### src/rtl/iqr_pkg.sv
// Constants, states and carriers of the I/Q receive offset calibration block.
//
// Contract
// - Each modulator bit stream is sampled on every second master clock cycle.
// - I and Q words leave as 15-bit two's complement values.
// - Each channel uses a 288-tap FIR clocked at half the master clock.
// - The filter passband corner sits at 96 kHz.
// - Words are invalid until all 288 taps hold post-change samples.
// - The stored offset is subtracted from the filter output before leaving.
// - Offset is 10-bit two's complement, aligned to word bits 3 to 12.
// - With autocalibration selected, every wake from sleep starts a calibration.
// - After power-on, wait 36 symbol periods, then time the pre-calibration delay.
// - Calibrate only when autocalibration is selected, otherwise skip that phase.
// - Internal mode shorts the inputs while measuring; external keeps pins connected.
// - Calibration averages 16 measurements per channel into the offset value.
// - Calibration window, settling included, lasts 40 times 48 master cycles.
// - Pre and post delays run 0 to 255 bit times each.
// - Valid words start exactly when the post-calibration delay expires; here rxReady rises then and the first word follows on the next bit-time tick.
// - In user calibration the host writes offsets and owns all offset correction.
// - Offsets and settings stay valid while the receive path sleeps.
// - User mode outputs its first pair only after analog and filter settling.
// - Autocalibration select 1 means auto, 0 user; external mode when set.
package iqr_pkg;

    // ----------------------------------------------------------------
    // Filter and word format
    // ----------------------------------------------------------------
    localparam int TAPS = 288;
    localparam int WORD_W = 15;
    localparam int OFF_W = 10;
    localparam int OFF_SHIFT = 3;
    localparam int ONES_W = 9;
    localparam int GAIN_SHIFT = 5;
    localparam logic [ONES_W:0] TAP_MID = 10'h120;

    // ----------------------------------------------------------------
    // Timing, counted in master clocks and bit-time ticks
    // ----------------------------------------------------------------
    localparam int TICK_CYCLES = 48;
    localparam logic [5:0] TICK_LAST = 6'(TICK_CYCLES - 1);
    localparam logic [7:0] SETTLE_TICKS = 8'h24;
    localparam int CAL_TICKS = 40;
    localparam int CAL_SAMPLES = 16;
    localparam int AVG_SHIFT = 4;
    localparam int FILT_SETTLE_TICKS = (TAPS * 2 + TICK_CYCLES - 1) / TICK_CYCLES;
    localparam logic [5:0] ACC_FIRST = 6'(FILT_SETTLE_TICKS);
    localparam logic [5:0] ACC_DONE = 6'(FILT_SETTLE_TICKS + CAL_SAMPLES);
    localparam logic [5:0] CAL_LAST = 6'(CAL_TICKS - 1);
    localparam int ACC_W = WORD_W + AVG_SHIFT;

    // ----------------------------------------------------------------
    // Sequencer states
    // ----------------------------------------------------------------
    typedef enum logic [5:0] {
        ST_SLEEP  = 6'h01,
        ST_SETTLE = 6'h02,
        ST_PRE    = 6'h04,
        ST_CAL    = 6'h08,
        ST_POST   = 6'h10,
        ST_RUN    = 6'h20
    } iqr_state_t;

    // ----------------------------------------------------------------
    // Carriers
    // ----------------------------------------------------------------
    typedef struct packed {
        logic [WORD_W-1:0] i;
        logic [WORD_W-1:0] q;
    } iqr_sample_t;

    typedef struct packed {
        logic autoCalSelect;
        logic externalCalMode;
        logic [7:0] preCalDelay;
        logic [7:0] postCalDelay;
    } iqr_cfg_t;

    typedef struct packed {
        logic [OFF_W-1:0] i;
        logic [OFF_W-1:0] q;
    } iqr_offset_t;

    typedef struct packed {
        iqr_state_t st;
        logic [1:0] pinSync;
        logic rxOnPrev;
        logic phase;
        logic [5:0] tickCnt;
        logic [7:0] timer;
        logic [5:0] calTicks;
        logic [TAPS-1:0] tapI;
        logic [TAPS-1:0] tapQ;
        logic [ONES_W-1:0] onesI;
        logic [ONES_W-1:0] onesQ;
        logic signed [ACC_W-1:0] accI;
        logic signed [ACC_W-1:0] accQ;
        iqr_offset_t offset;
        iqr_sample_t buf0;
        iqr_sample_t buf1;
        logic [1:0] count;
        logic shortInputs;
        logic calBusy;
        logic rxReady;
        logic wordLost;
    } iqr_regs_t;

endpackage

### src/rtl/iqr_offset_cal.sv
// Receive back end: decimation filters, offset calibration sequencer and output buffer.
`timescale 1ns/100ps
`default_nettype none

module iqr_offset_cal (
    // Clock and reset
    input wire logic sys_clk,
    input wire logic rst,
    // Power control
    input wire logic rxPowerOnPin,
    input wire logic rxPowerOnBit,
    // Configuration
    input wire iqr_pkg::iqr_cfg_t cfg,
    // Host offset write
    input wire logic offsetWrite,
    input wire iqr_pkg::iqr_offset_t offsetWrData,
    // Modulator bit streams
    input wire logic modBitI,
    input wire logic modBitQ,
    // Sample stream
    output logic outValid,
    input wire logic outReady,
    output iqr_pkg::iqr_sample_t outData,
    // Status
    output iqr_pkg::iqr_offset_t offsetValue,
    output logic calShortInputs,
    output logic calBusy,
    output logic rxReady,
    output logic wordLost
);

    // ----------------------------------------------------------------
    // Helpers
    // ----------------------------------------------------------------

    // Equal-weight taps: the sum of +1/-1 samples is 2*ones - taps,
    // scaled up by 32 so full scale reaches just over half the word. The taps are not
    // shaped, so the passband corner is only approximated.
    function automatic logic signed [iqr_pkg::WORD_W-1:0] filt_word(
        input logic [iqr_pkg::ONES_W-1:0] ones
    );
        logic signed [iqr_pkg::ONES_W:0] sum;
        sum = $signed({ones, 1'b0}) - $signed(iqr_pkg::TAP_MID);
        // Widen before the shift so the upper bits are not lost.
        filt_word = iqr_pkg::WORD_W'(sum) <<< iqr_pkg::GAIN_SHIFT;
    endfunction

    // Offset lines up with word bits 3..12; result saturates so an
    // overrange offset cannot wrap the sign.
    function automatic logic [iqr_pkg::WORD_W-1:0] apply_offset(
        input logic signed [iqr_pkg::WORD_W-1:0] word,
        input logic [iqr_pkg::OFF_W-1:0] off
    );
        logic signed [iqr_pkg::WORD_W+1:0] diff;
        logic signed [iqr_pkg::WORD_W+1:0] offExt;
        offExt = (iqr_pkg::WORD_W+2)'($signed(off)) <<< iqr_pkg::OFF_SHIFT;
        diff = (iqr_pkg::WORD_W+2)'(word) - offExt;
        if (diff > (iqr_pkg::WORD_W+2)'(16'sh3fff)) begin
            apply_offset = 15'h3fff;
        end else if (diff < -(iqr_pkg::WORD_W+2)'(16'sh4000)) begin
            apply_offset = 15'h4000;
        end else begin
            apply_offset = diff[iqr_pkg::WORD_W-1:0];
        end
    endfunction

    function automatic logic [iqr_pkg::ONES_W-1:0] next_ones(
        input logic [iqr_pkg::ONES_W-1:0] ones,
        input logic newBit,
        input logic oldBit
    );
        next_ones = ones + iqr_pkg::ONES_W'(newBit) - iqr_pkg::ONES_W'(oldBit);
    endfunction

    // ----------------------------------------------------------------
    // State
    // ----------------------------------------------------------------
    iqr_pkg::iqr_regs_t r_r;
    iqr_pkg::iqr_regs_t r_nxt;

    logic rx_power_on;
    logic tick;
    logic wake;
    logic pop;
    logic push;
    logic [iqr_pkg::WORD_W-1:0] rawI;
    logic [iqr_pkg::WORD_W-1:0] rawQ;
    iqr_pkg::iqr_sample_t word;

    always_comb begin
        r_nxt = r_r;

        // Pin passes two flops; only the second is read.
        r_nxt.pinSync = {r_r.pinSync[0], rxPowerOnPin};
        rx_power_on = r_r.pinSync[1] | rxPowerOnBit;
        r_nxt.rxOnPrev = rx_power_on;
        wake = rx_power_on & ~r_r.rxOnPrev;

        // ------------------------------------------------------------
        // Bit-time tick, free running
        // ------------------------------------------------------------
        tick = (r_r.tickCnt == iqr_pkg::TICK_LAST);
        r_nxt.tickCnt = tick ? 6'h00 : r_r.tickCnt + 6'h01;

        // ------------------------------------------------------------
        // Filters: a new modulator bit every second master clock
        // ------------------------------------------------------------
        r_nxt.phase = ~r_r.phase;
        if (r_r.phase) begin
            r_nxt.tapI = {r_r.tapI[iqr_pkg::TAPS-2:0], modBitI};
            r_nxt.tapQ = {r_r.tapQ[iqr_pkg::TAPS-2:0], modBitQ};
            r_nxt.onesI = next_ones(r_r.onesI, modBitI, r_r.tapI[iqr_pkg::TAPS-1]);
            r_nxt.onesQ = next_ones(r_r.onesQ, modBitQ, r_r.tapQ[iqr_pkg::TAPS-1]);
        end
        rawI = filt_word(r_r.onesI);
        rawQ = filt_word(r_r.onesQ);
        word.i = apply_offset(rawI, r_r.offset.i);
        word.q = apply_offset(rawQ, r_r.offset.q);

        // ------------------------------------------------------------
        // Power-up sequencer
        // ------------------------------------------------------------
        if (tick && r_r.timer != 8'h00) begin
            r_nxt.timer = r_r.timer - 8'h01;
        end
        if (!rx_power_on) begin
            // Offsets and settings are left untouched while asleep.
            r_nxt.st = iqr_pkg::ST_SLEEP;
            r_nxt.shortInputs = 1'b0;
            r_nxt.calBusy = 1'b0;
        end else begin
            unique case (r_r.st)
                iqr_pkg::ST_SLEEP: begin
                    if (wake) begin
                        r_nxt.st = iqr_pkg::ST_SETTLE;
                        r_nxt.timer = iqr_pkg::SETTLE_TICKS;
                    end
                end
                iqr_pkg::ST_SETTLE: begin
                    if (r_r.timer == 8'h00) begin
                        r_nxt.st = iqr_pkg::ST_PRE;
                        r_nxt.timer = cfg.preCalDelay;
                    end
                end
                iqr_pkg::ST_PRE: begin
                    if (r_r.timer == 8'h00) begin
                        if (cfg.autoCalSelect) begin
                            r_nxt.st = iqr_pkg::ST_CAL;
                            r_nxt.calTicks = 6'h00;
                            r_nxt.accI = '0;
                            r_nxt.accQ = '0;
                            r_nxt.calBusy = 1'b1;
                            r_nxt.shortInputs = ~cfg.externalCalMode;
                        end else begin
                            r_nxt.st = iqr_pkg::ST_POST;
                            r_nxt.timer = cfg.postCalDelay;
                        end
                    end
                end
                iqr_pkg::ST_CAL: begin
                    if (tick) begin
                        r_nxt.calTicks = r_r.calTicks + 6'h01;
                        // The filter first fills with samples of the shorted or external calibration input.
                        if (r_r.calTicks >= iqr_pkg::ACC_FIRST &&
                                r_r.calTicks < iqr_pkg::ACC_DONE) begin
                            r_nxt.accI = r_r.accI + iqr_pkg::ACC_W'($signed(rawI));
                            r_nxt.accQ = r_r.accQ + iqr_pkg::ACC_W'($signed(rawQ));
                        end
                        if (r_r.calTicks == iqr_pkg::ACC_DONE) begin
                            // Average of 16, then drop the three bits below the offset.
                            r_nxt.offset.i = iqr_pkg::OFF_W'(r_r.accI >>>
                                (iqr_pkg::AVG_SHIFT + iqr_pkg::OFF_SHIFT));
                            r_nxt.offset.q = iqr_pkg::OFF_W'(r_r.accQ >>>
                                (iqr_pkg::AVG_SHIFT + iqr_pkg::OFF_SHIFT));
                            r_nxt.shortInputs = 1'b0;
                        end
                        if (r_r.calTicks == iqr_pkg::CAL_LAST) begin
                            r_nxt.st = iqr_pkg::ST_POST;
                            r_nxt.timer = cfg.postCalDelay;
                            r_nxt.calBusy = 1'b0;
                        end
                    end
                end
                iqr_pkg::ST_POST: begin
                    if (r_r.timer == 8'h00) begin
                        r_nxt.st = iqr_pkg::ST_RUN;
                    end
                end
                iqr_pkg::ST_RUN: begin
                end
                default: begin
                    r_nxt.st = iqr_pkg::ST_SLEEP;
                end
            endcase
        end

        // Host writes only count in user calibration.
        if (offsetWrite && !cfg.autoCalSelect) begin
            r_nxt.offset = offsetWrData;
        end

        r_nxt.rxReady = rx_power_on && (r_nxt.st == iqr_pkg::ST_RUN);

        // ------------------------------------------------------------
        // Two-entry output buffer
        // ------------------------------------------------------------
        // The filter cannot stall, so a word that finds the buffer full
        // is dropped and flagged until the next sleep.
        pop = (r_r.count != 2'h0) && outReady;
        push = tick && (r_r.st == iqr_pkg::ST_RUN) && rx_power_on;
        if (pop) begin
            r_nxt.buf0 = r_r.buf1;
            r_nxt.count = r_r.count - 2'h1;
        end
        if (push) begin
            if (r_nxt.count == 2'h0) begin
                r_nxt.buf0 = word;
                r_nxt.count = 2'h1;
            end else if (r_nxt.count == 2'h1) begin
                r_nxt.buf1 = word;
                r_nxt.count = 2'h2;
            end else begin
                r_nxt.wordLost = 1'b1;
            end
        end
        if (!rx_power_on) begin
            r_nxt.count = 2'h0;
            r_nxt.wordLost = 1'b0;
        end
    end

    always_ff @(posedge sys_clk or posedge rst) begin
        if (rst) begin
            r_r <= '0;
            r_r.st <= iqr_pkg::ST_SLEEP;
        end else begin
            r_r <= r_nxt;
        end
    end

    // ----------------------------------------------------------------
    // Outputs
    // ----------------------------------------------------------------
    assign outValid = (r_r.count != 2'h0);
    assign outData = r_r.buf0;
    assign offsetValue = r_r.offset;
    assign calShortInputs = r_r.shortInputs;
    assign calBusy = r_r.calBusy;
    assign rxReady = r_r.rxReady;
    assign wordLost = r_r.wordLost;

endmodule

`default_nettype wire

### config.mk
export PLATFORM = sky130hd
export DESIGN_NAME = iqr_offset_cal
export DESIGN_NICKNAME = d
export VERILOG_FILES = /design/src/rtl/iqr_pkg.sv /design/src/rtl/iqr_offset_cal.sv
export SDC_FILE = /design/constraint.sdc
export NUM_CORES = 1
export LEC_CHECK = 0
export ABC_AREA = 1
export BUFFER_PORTS_ARGS = -buffer_cell sky130_fd_sc_hd__buf_2
export CORE_UTILIZATION = 62
export DETAILED_ROUTE_END_ITERATION = 8
export PLACE_DENSITY = 0.8
export SETUP_SLACK_MARGIN = 0.02
export SLEW_MARGIN = 30
export SYNTH_ARGS = -nofsm -noshare
export SYNTH_HDL_FRONTEND = slang
export SYNTH_SLANG_ARGS = --single-unit
### constraint.sdc
create_clock -name sys_clk -period 32.7 [get_ports sys_clk]
set_input_delay 3.27 -clock sys_clk [delete_from_list [all_inputs] [get_ports sys_clk]]
set_output_delay 3.27 -clock sys_clk [all_outputs]
set_load 0.01 [all_outputs]
Word-level counts from Yosys, hierarchy flattened
Index checks and enable logic that the tools add are counted.
Word-level totals
  register bits after elaboration: 748
  bits of input ports: 46
  output and inout bits: 55
  word-level logic and storage cells: 151
Cells by class
  add/sub/neg operators: 14
  magnitude comparators: 6
  equal/unequal tests: 24
  multiplexer cells: 53
  bitwise operators: 6
  reduce and logical (&&, ||, !) cells: 24
Operators by type and width (count)
  2-to-1 mux 38 bit: 3
  2-to-1 mux 30 bit: 3
  2-to-1 mux 20 bit: 4
  one-hot mux 38 bit (2 select lines): 1
  2-to-1 mux 62 bit: 1
  2-to-1 mux 15 bit: 4
  2-to-1 mux 58 bit: 1
  2-to-1 mux 6 bit: 9
  2-to-1 mux 14 bit: 3
  2-to-1 mux 8 bit: 5
  adder 19 x 15 -> 19 bit: 2
  one-hot mux 6 bit (6 select lines): 1
  greater-than comparator 16 x 15 -> 1 bit (second input constant): 2
  less-than comparator 16 x 15 -> 1 bit (second input constant): 2
  2-to-1 mux 32 bit: 1
  one-hot mux 8 bit (4 select lines): 1
  subtractor 15 x 13 -> 16 bit: 2
  equality test 6 bit (second input constant): 4
  subtractor 10 bit (second input constant): 2
  adder 9 x 1 -> 9 bit: 2
  subtractor 9 x 1 -> 9 bit: 2
  != test 3 bit (second input constant): 5
  AND reduction 5 bit: 3
  2-to-1 mux 2 bit: 7
  30 further kinds: 57

Logic depth before layout (Yosys ltp)
  depth after elaboration: 9
  gate-level depth with buffers: 17
  depth with buffers taken out: 16

Worst setup path before layout
No wires, ideal clock.
  path kind: input-to-reg
  from: in outReady
  to: reg r_r[24] in the netlist's numbering
  setup time: 116 ps
  arrival time: 4833 ps
  data required time: 32584 ps
  slack: 27751 ps
  stages: 11
  path buffers: 2
  cells stage by stage: nand2_1 > clkbuf_1 > xor2_1 > ha_1 > inv_1 > nand4_2 > inv_2 > nand2_1 > buf_2 > nor2_1 > nor2_1
Between the ends
  longest elaborated chain between the ends: 5
  elaborated cells on any way between the ends: 6
  classes of those cells: 1 x eq/ne; 1 x mux; 1 x bitwise; 3 x reduce/logical
Ends and longest elaborated chain
  start, declared: line iqr_offset_cal.sv:22  | input wire logic outReady,
  logical AND 1 bit (*): line iqr_offset_cal.sv:209  | pop = (r_r.count != 2'h0) && outReady;
  2-to-1 mux 2 bit (*): line iqr_offset_cal.sv:211  | if (pop) begin
  logical NOT 2 bit: line iqr_offset_cal.sv:216  | if (r_nxt.count == 2'h0) begin
  inverter 1 bit (no source line)
  AND reduction 3 bit (no source line) (*)
  end signal, assigned: line iqr_offset_cal.sv:237  | r_r <= r_nxt;
  end, declared: line iqr_offset_cal.sv:78  | iqr_pkg::iqr_regs_t r_r;
Mark *: on every way between the ends. The rest lies on a longest branch, timed or not.
A chain may end at the register's enable or synchronous reset.

Worst setup path in the final report
  from: in outReady
  to: reg r_r[11] in the netlist's numbering
Same word-level chain as after synthesis.

==> flow_summary_export.csv <==
group,metric,value,unit
run_status,outcome,"completed",
sta,setup_viol,0,
sta,finalClockSkew,0.02177,ns
critical_path,critPathLaunch,"outReady",
clock_network,cts_buffers,75,
die,die_height,230.1,um
clock_network,cts_sinks,728,
finish,drive_above_1_share,7.092,%
hold_path,min_path_type,"reg2reg",
sta,rsz0062_at_grt,"no",
yosys,yosysMostFrequentCell,"nand2_1",
finish,multiInputGateArea,0.01222,mm2
critical_path,path_max_fanout,51,
grt,grt_pass1_wl,105300,um
clock_network,cts_tree,"built",
critical_path,required,33.13,ns
yosys,yosysTopAreaCellShare,56.39,%
grt,grt_max_degree,200,
critical_path,crit_chain,"buf_2, nand2_1, buf_4, clkinv_1, o21ai_0, ha_1, nand4_2, a21oi_1, a21boi_0",
clock_network,insertion_delay,0.61,ns
finish,seq_area,0.01822,mm2
critical_path,path_class,"in2reg",
clock_network,clockBufferDepth,3,
detailed_routing,wire_per_inst,13.15,um
hold_path,hold_depth,0,
detailed_routing,viasPerCell,5.150,
detailed_routing,ant_nets,0,
sta,finalWorstSetupSlack,26.63,ns
sta,hold_viol_final,0,
placement,place_congestion,0.9276,
sta,fmax,164.7,MHz
die,coreArea,0.05141,mm2
critical_path,crit_arrival,6.50,ns
clock_network,cts-root-buf,"clkbuf_16",
clock_network,cts_setup_buffers,0,
critical_path,r2r_slack,28.75,ns
detailed_routing,drc,0,
grt,grt.overflow.total,0,
sta,period_share,18.57,%
die,io_pins,101,
finish,finalNonFillerCells,4642,
yosys,synthesis.area,0.03226,mm2
yosys,synth_ff_type,"dfrtp_1",
placement,place_ws,26.09,ns
critical_path,end_kind,"flip-flop",
hold_path,min_from,"r_nxt[741]",
sta,drv_slew,0,
finish,diodes,0,
finish,nFillCells,4045,
power_and_ir_drop,power.density,69.94,mW/mm2
detailed_routing,wirelength,61050,um
critical_path,crit_slowest_cell,"a21oi_1",
job,drv_cap,0,
detailed_routing,drtIter0Drc,1967,
finish,areaGrowthSynthToFinish,9.622,%
hold_path,min_to,"r_r[741]",
grt,track_usage,23.58,%
detailed_routing,routed-via-count,23910,
sta,period_needed,6.072,ns
power_and_ir_drop,peakVddDrop,0.04786,mV
clock_network,cts_max_level,3,
yosys,avgSynthCellArea,8.233,um2
die,start_util,62.76,%
grt,antenna_found_initial,0,
yosys,synth_area_leaders,"dfrtp_1 56%, nand2_1 25%, ha_1 2.9%",
sta,hold-worst-slack,0.3481,ns
detailed_routing,drt-pass1-iter-count,6,
finish,nets,4036,
sta,slew-limit-headroom,39.35,%
yosys,synth_top_cell_by_area,"dfrtp_1",
sta,worst_pin_slew,0.9098,ns
placement,place_area,0.03281,mm2
sta,tns,0,ns
yosys,synthCells,3919,
die,die_w,230.1,um
critical_path,start_kind,"input pin",
yosys,yosys_warnings,0,
yosys,synth_edf_count,0,
clock_network,post_cts_resized,0,
yosys,ys_seq_area_share,56.47,%
clock_network,hold_buffers,0,
clock_network,clkTransAtPathRegs,0.06,ns
grt,grt_pass1_vias,22570,
critical_path,r2r_cells,11,
die,core.rowCount,83,
yosys,synth_nets,4045,
critical_path,r2r_start,"r_r[4]",
finish,fin_area,0.03537,mm2
yosys,async_flop_share,100.0,%
critical_path,reg2reg_to,"r_r[11]",
placement,dpl.cell_count,4508,
power_and_ir_drop,p_leak,20.14,nW
critical_path,cpPeakStageDelay,0.81,ns
yosys,ys_seq_elements,728,
die,fp.dieArea,0.05295,mm2
placement,post-dp-hpwl,37570,um
placement,port_buffers,100,
yosys,synth.distinct_cells,48,
yosys,netlist_top_cells_count,"2113 x nand2_1, 727 x dfrtp_1, 208 x inv_1, 146 x clkbuf_1, 138 x nor2_1",
[how the worst max path moves through the flow]
stage,end,slack (ns),depth (start not counted)
3_3_place_gp,r_r[12],26.14,9
6_report,r_r[11],26.63,9
4_1_cts,r_r[11],26.68,9
5_1_grt,r_r[14],26.31,9
3_5_place_dp,r_r[11],26.09,9
2_1_floorplan,calBusy,9.01,1
[stage by stage]
step / total power [mW] / util [%]
floorplan: 1.504 / -
global placement: 1.628 / 63.81
detailed placement: 1.638 / 63.82
CTS: 2.489 / 68.53
global route: 2.622 / 68.80
finish: 2.474 / 68.80
[flip-flops by register name (all words and copies together) (netlist names)]
register        count
outData            30
calShortInputs      1
wordLost            1
rxReady             1
calBusy             1
r_r               673
r_nxt               1
offsetValue        20
[per-layer routing]
| layer | share of wire [%] | wire length, um | track usage (%) | vias to the layer above |
|---|---|---|---|---|
| met5 | 0 | 0 | 0 | - |
| met4 | 2.4 | 1495 | 8.133 | 0 |
| met3 | 4.6 | 2797 | 3.609 | 103 |
| met2 | 45 | 27670 | 35.99 | 432 |
| met1 | 48 | 29080 | 34.64 | 11350 |
| li1 | - | - | - | 12020 |
[layout by cell type (no fill, tap or decap), types with 4 or more instances in the layout]
cell          n
o22ai_1       5
or2_2         6
o21bai_1     10
bufinv_16     4
clkbuf_1     14
nor3_1        7
buf_2       100
o21ai_1      17
o21a_1        5
a21boi_0     15
xnor2_1      14
a21boi_1      9
inv_1       207
fa_1          4
a31oi_1      24
a221oi_1      4
nand2_1    2112
ha_1         76
o21ai_0      46
clkbuf_8     17
buf_6         6
nor2_1      138
clkbuf_16    76
nand3b_1      5
buf_4        13
nand3_1     101
a21oi_1      59
clkinv_2     14
inv_2         6
xor2_1       36
dfrtp_1     726
nor2_2        4
buf_16        4
o211ai_1     18
nand4_1      20
[cells by family (layout without fill, tap and decap cells)]
family | after synthesis | count (layout) | share of synthesized area (%)
buf+inv | 428 | 471 | 5.650
xor+xnor | 50 | 50 | 1.357
fa+ha+maj | 80 | 80 | 3.196
simple gates | 2409 | 2409 | 29.10
compound gates | 224 | 224 | 4.227
flops | 728 | 728 | 56.47
[power by group]
part           switching [mW]  internal [mW]  total [mW]
registers              0.0378          0.940       0.978
clock network           0.342          0.496       0.838
logic                   0.431          0.226       0.657
total                   0.811           1.66        2.47
[worst max-delay path, delay by kind of cell]
| kind | cells | cell delay (ns) |
|---|---|---|
| AOI/OAI and AO/OA | 3 | 1.45 |
| adders and majority gates | 1 | 0.28 |
| buffers and inverters | 3 | 0.90 |
| and+or+nand+nor | 2 | 0.57 |
[cell type report]
cell class | count | area share, %
flip-flops and latches | 728 | 51.52
clock inverters | 22 | 0.6545
clock buffers | 107 | 6.187
well taps | 680 | 2.406
inverters | 217 | 2.360
multi-input cells | 2763 | 34.56
repair buffers | 125 | 2.307
(Power assumes the default switching activity.)
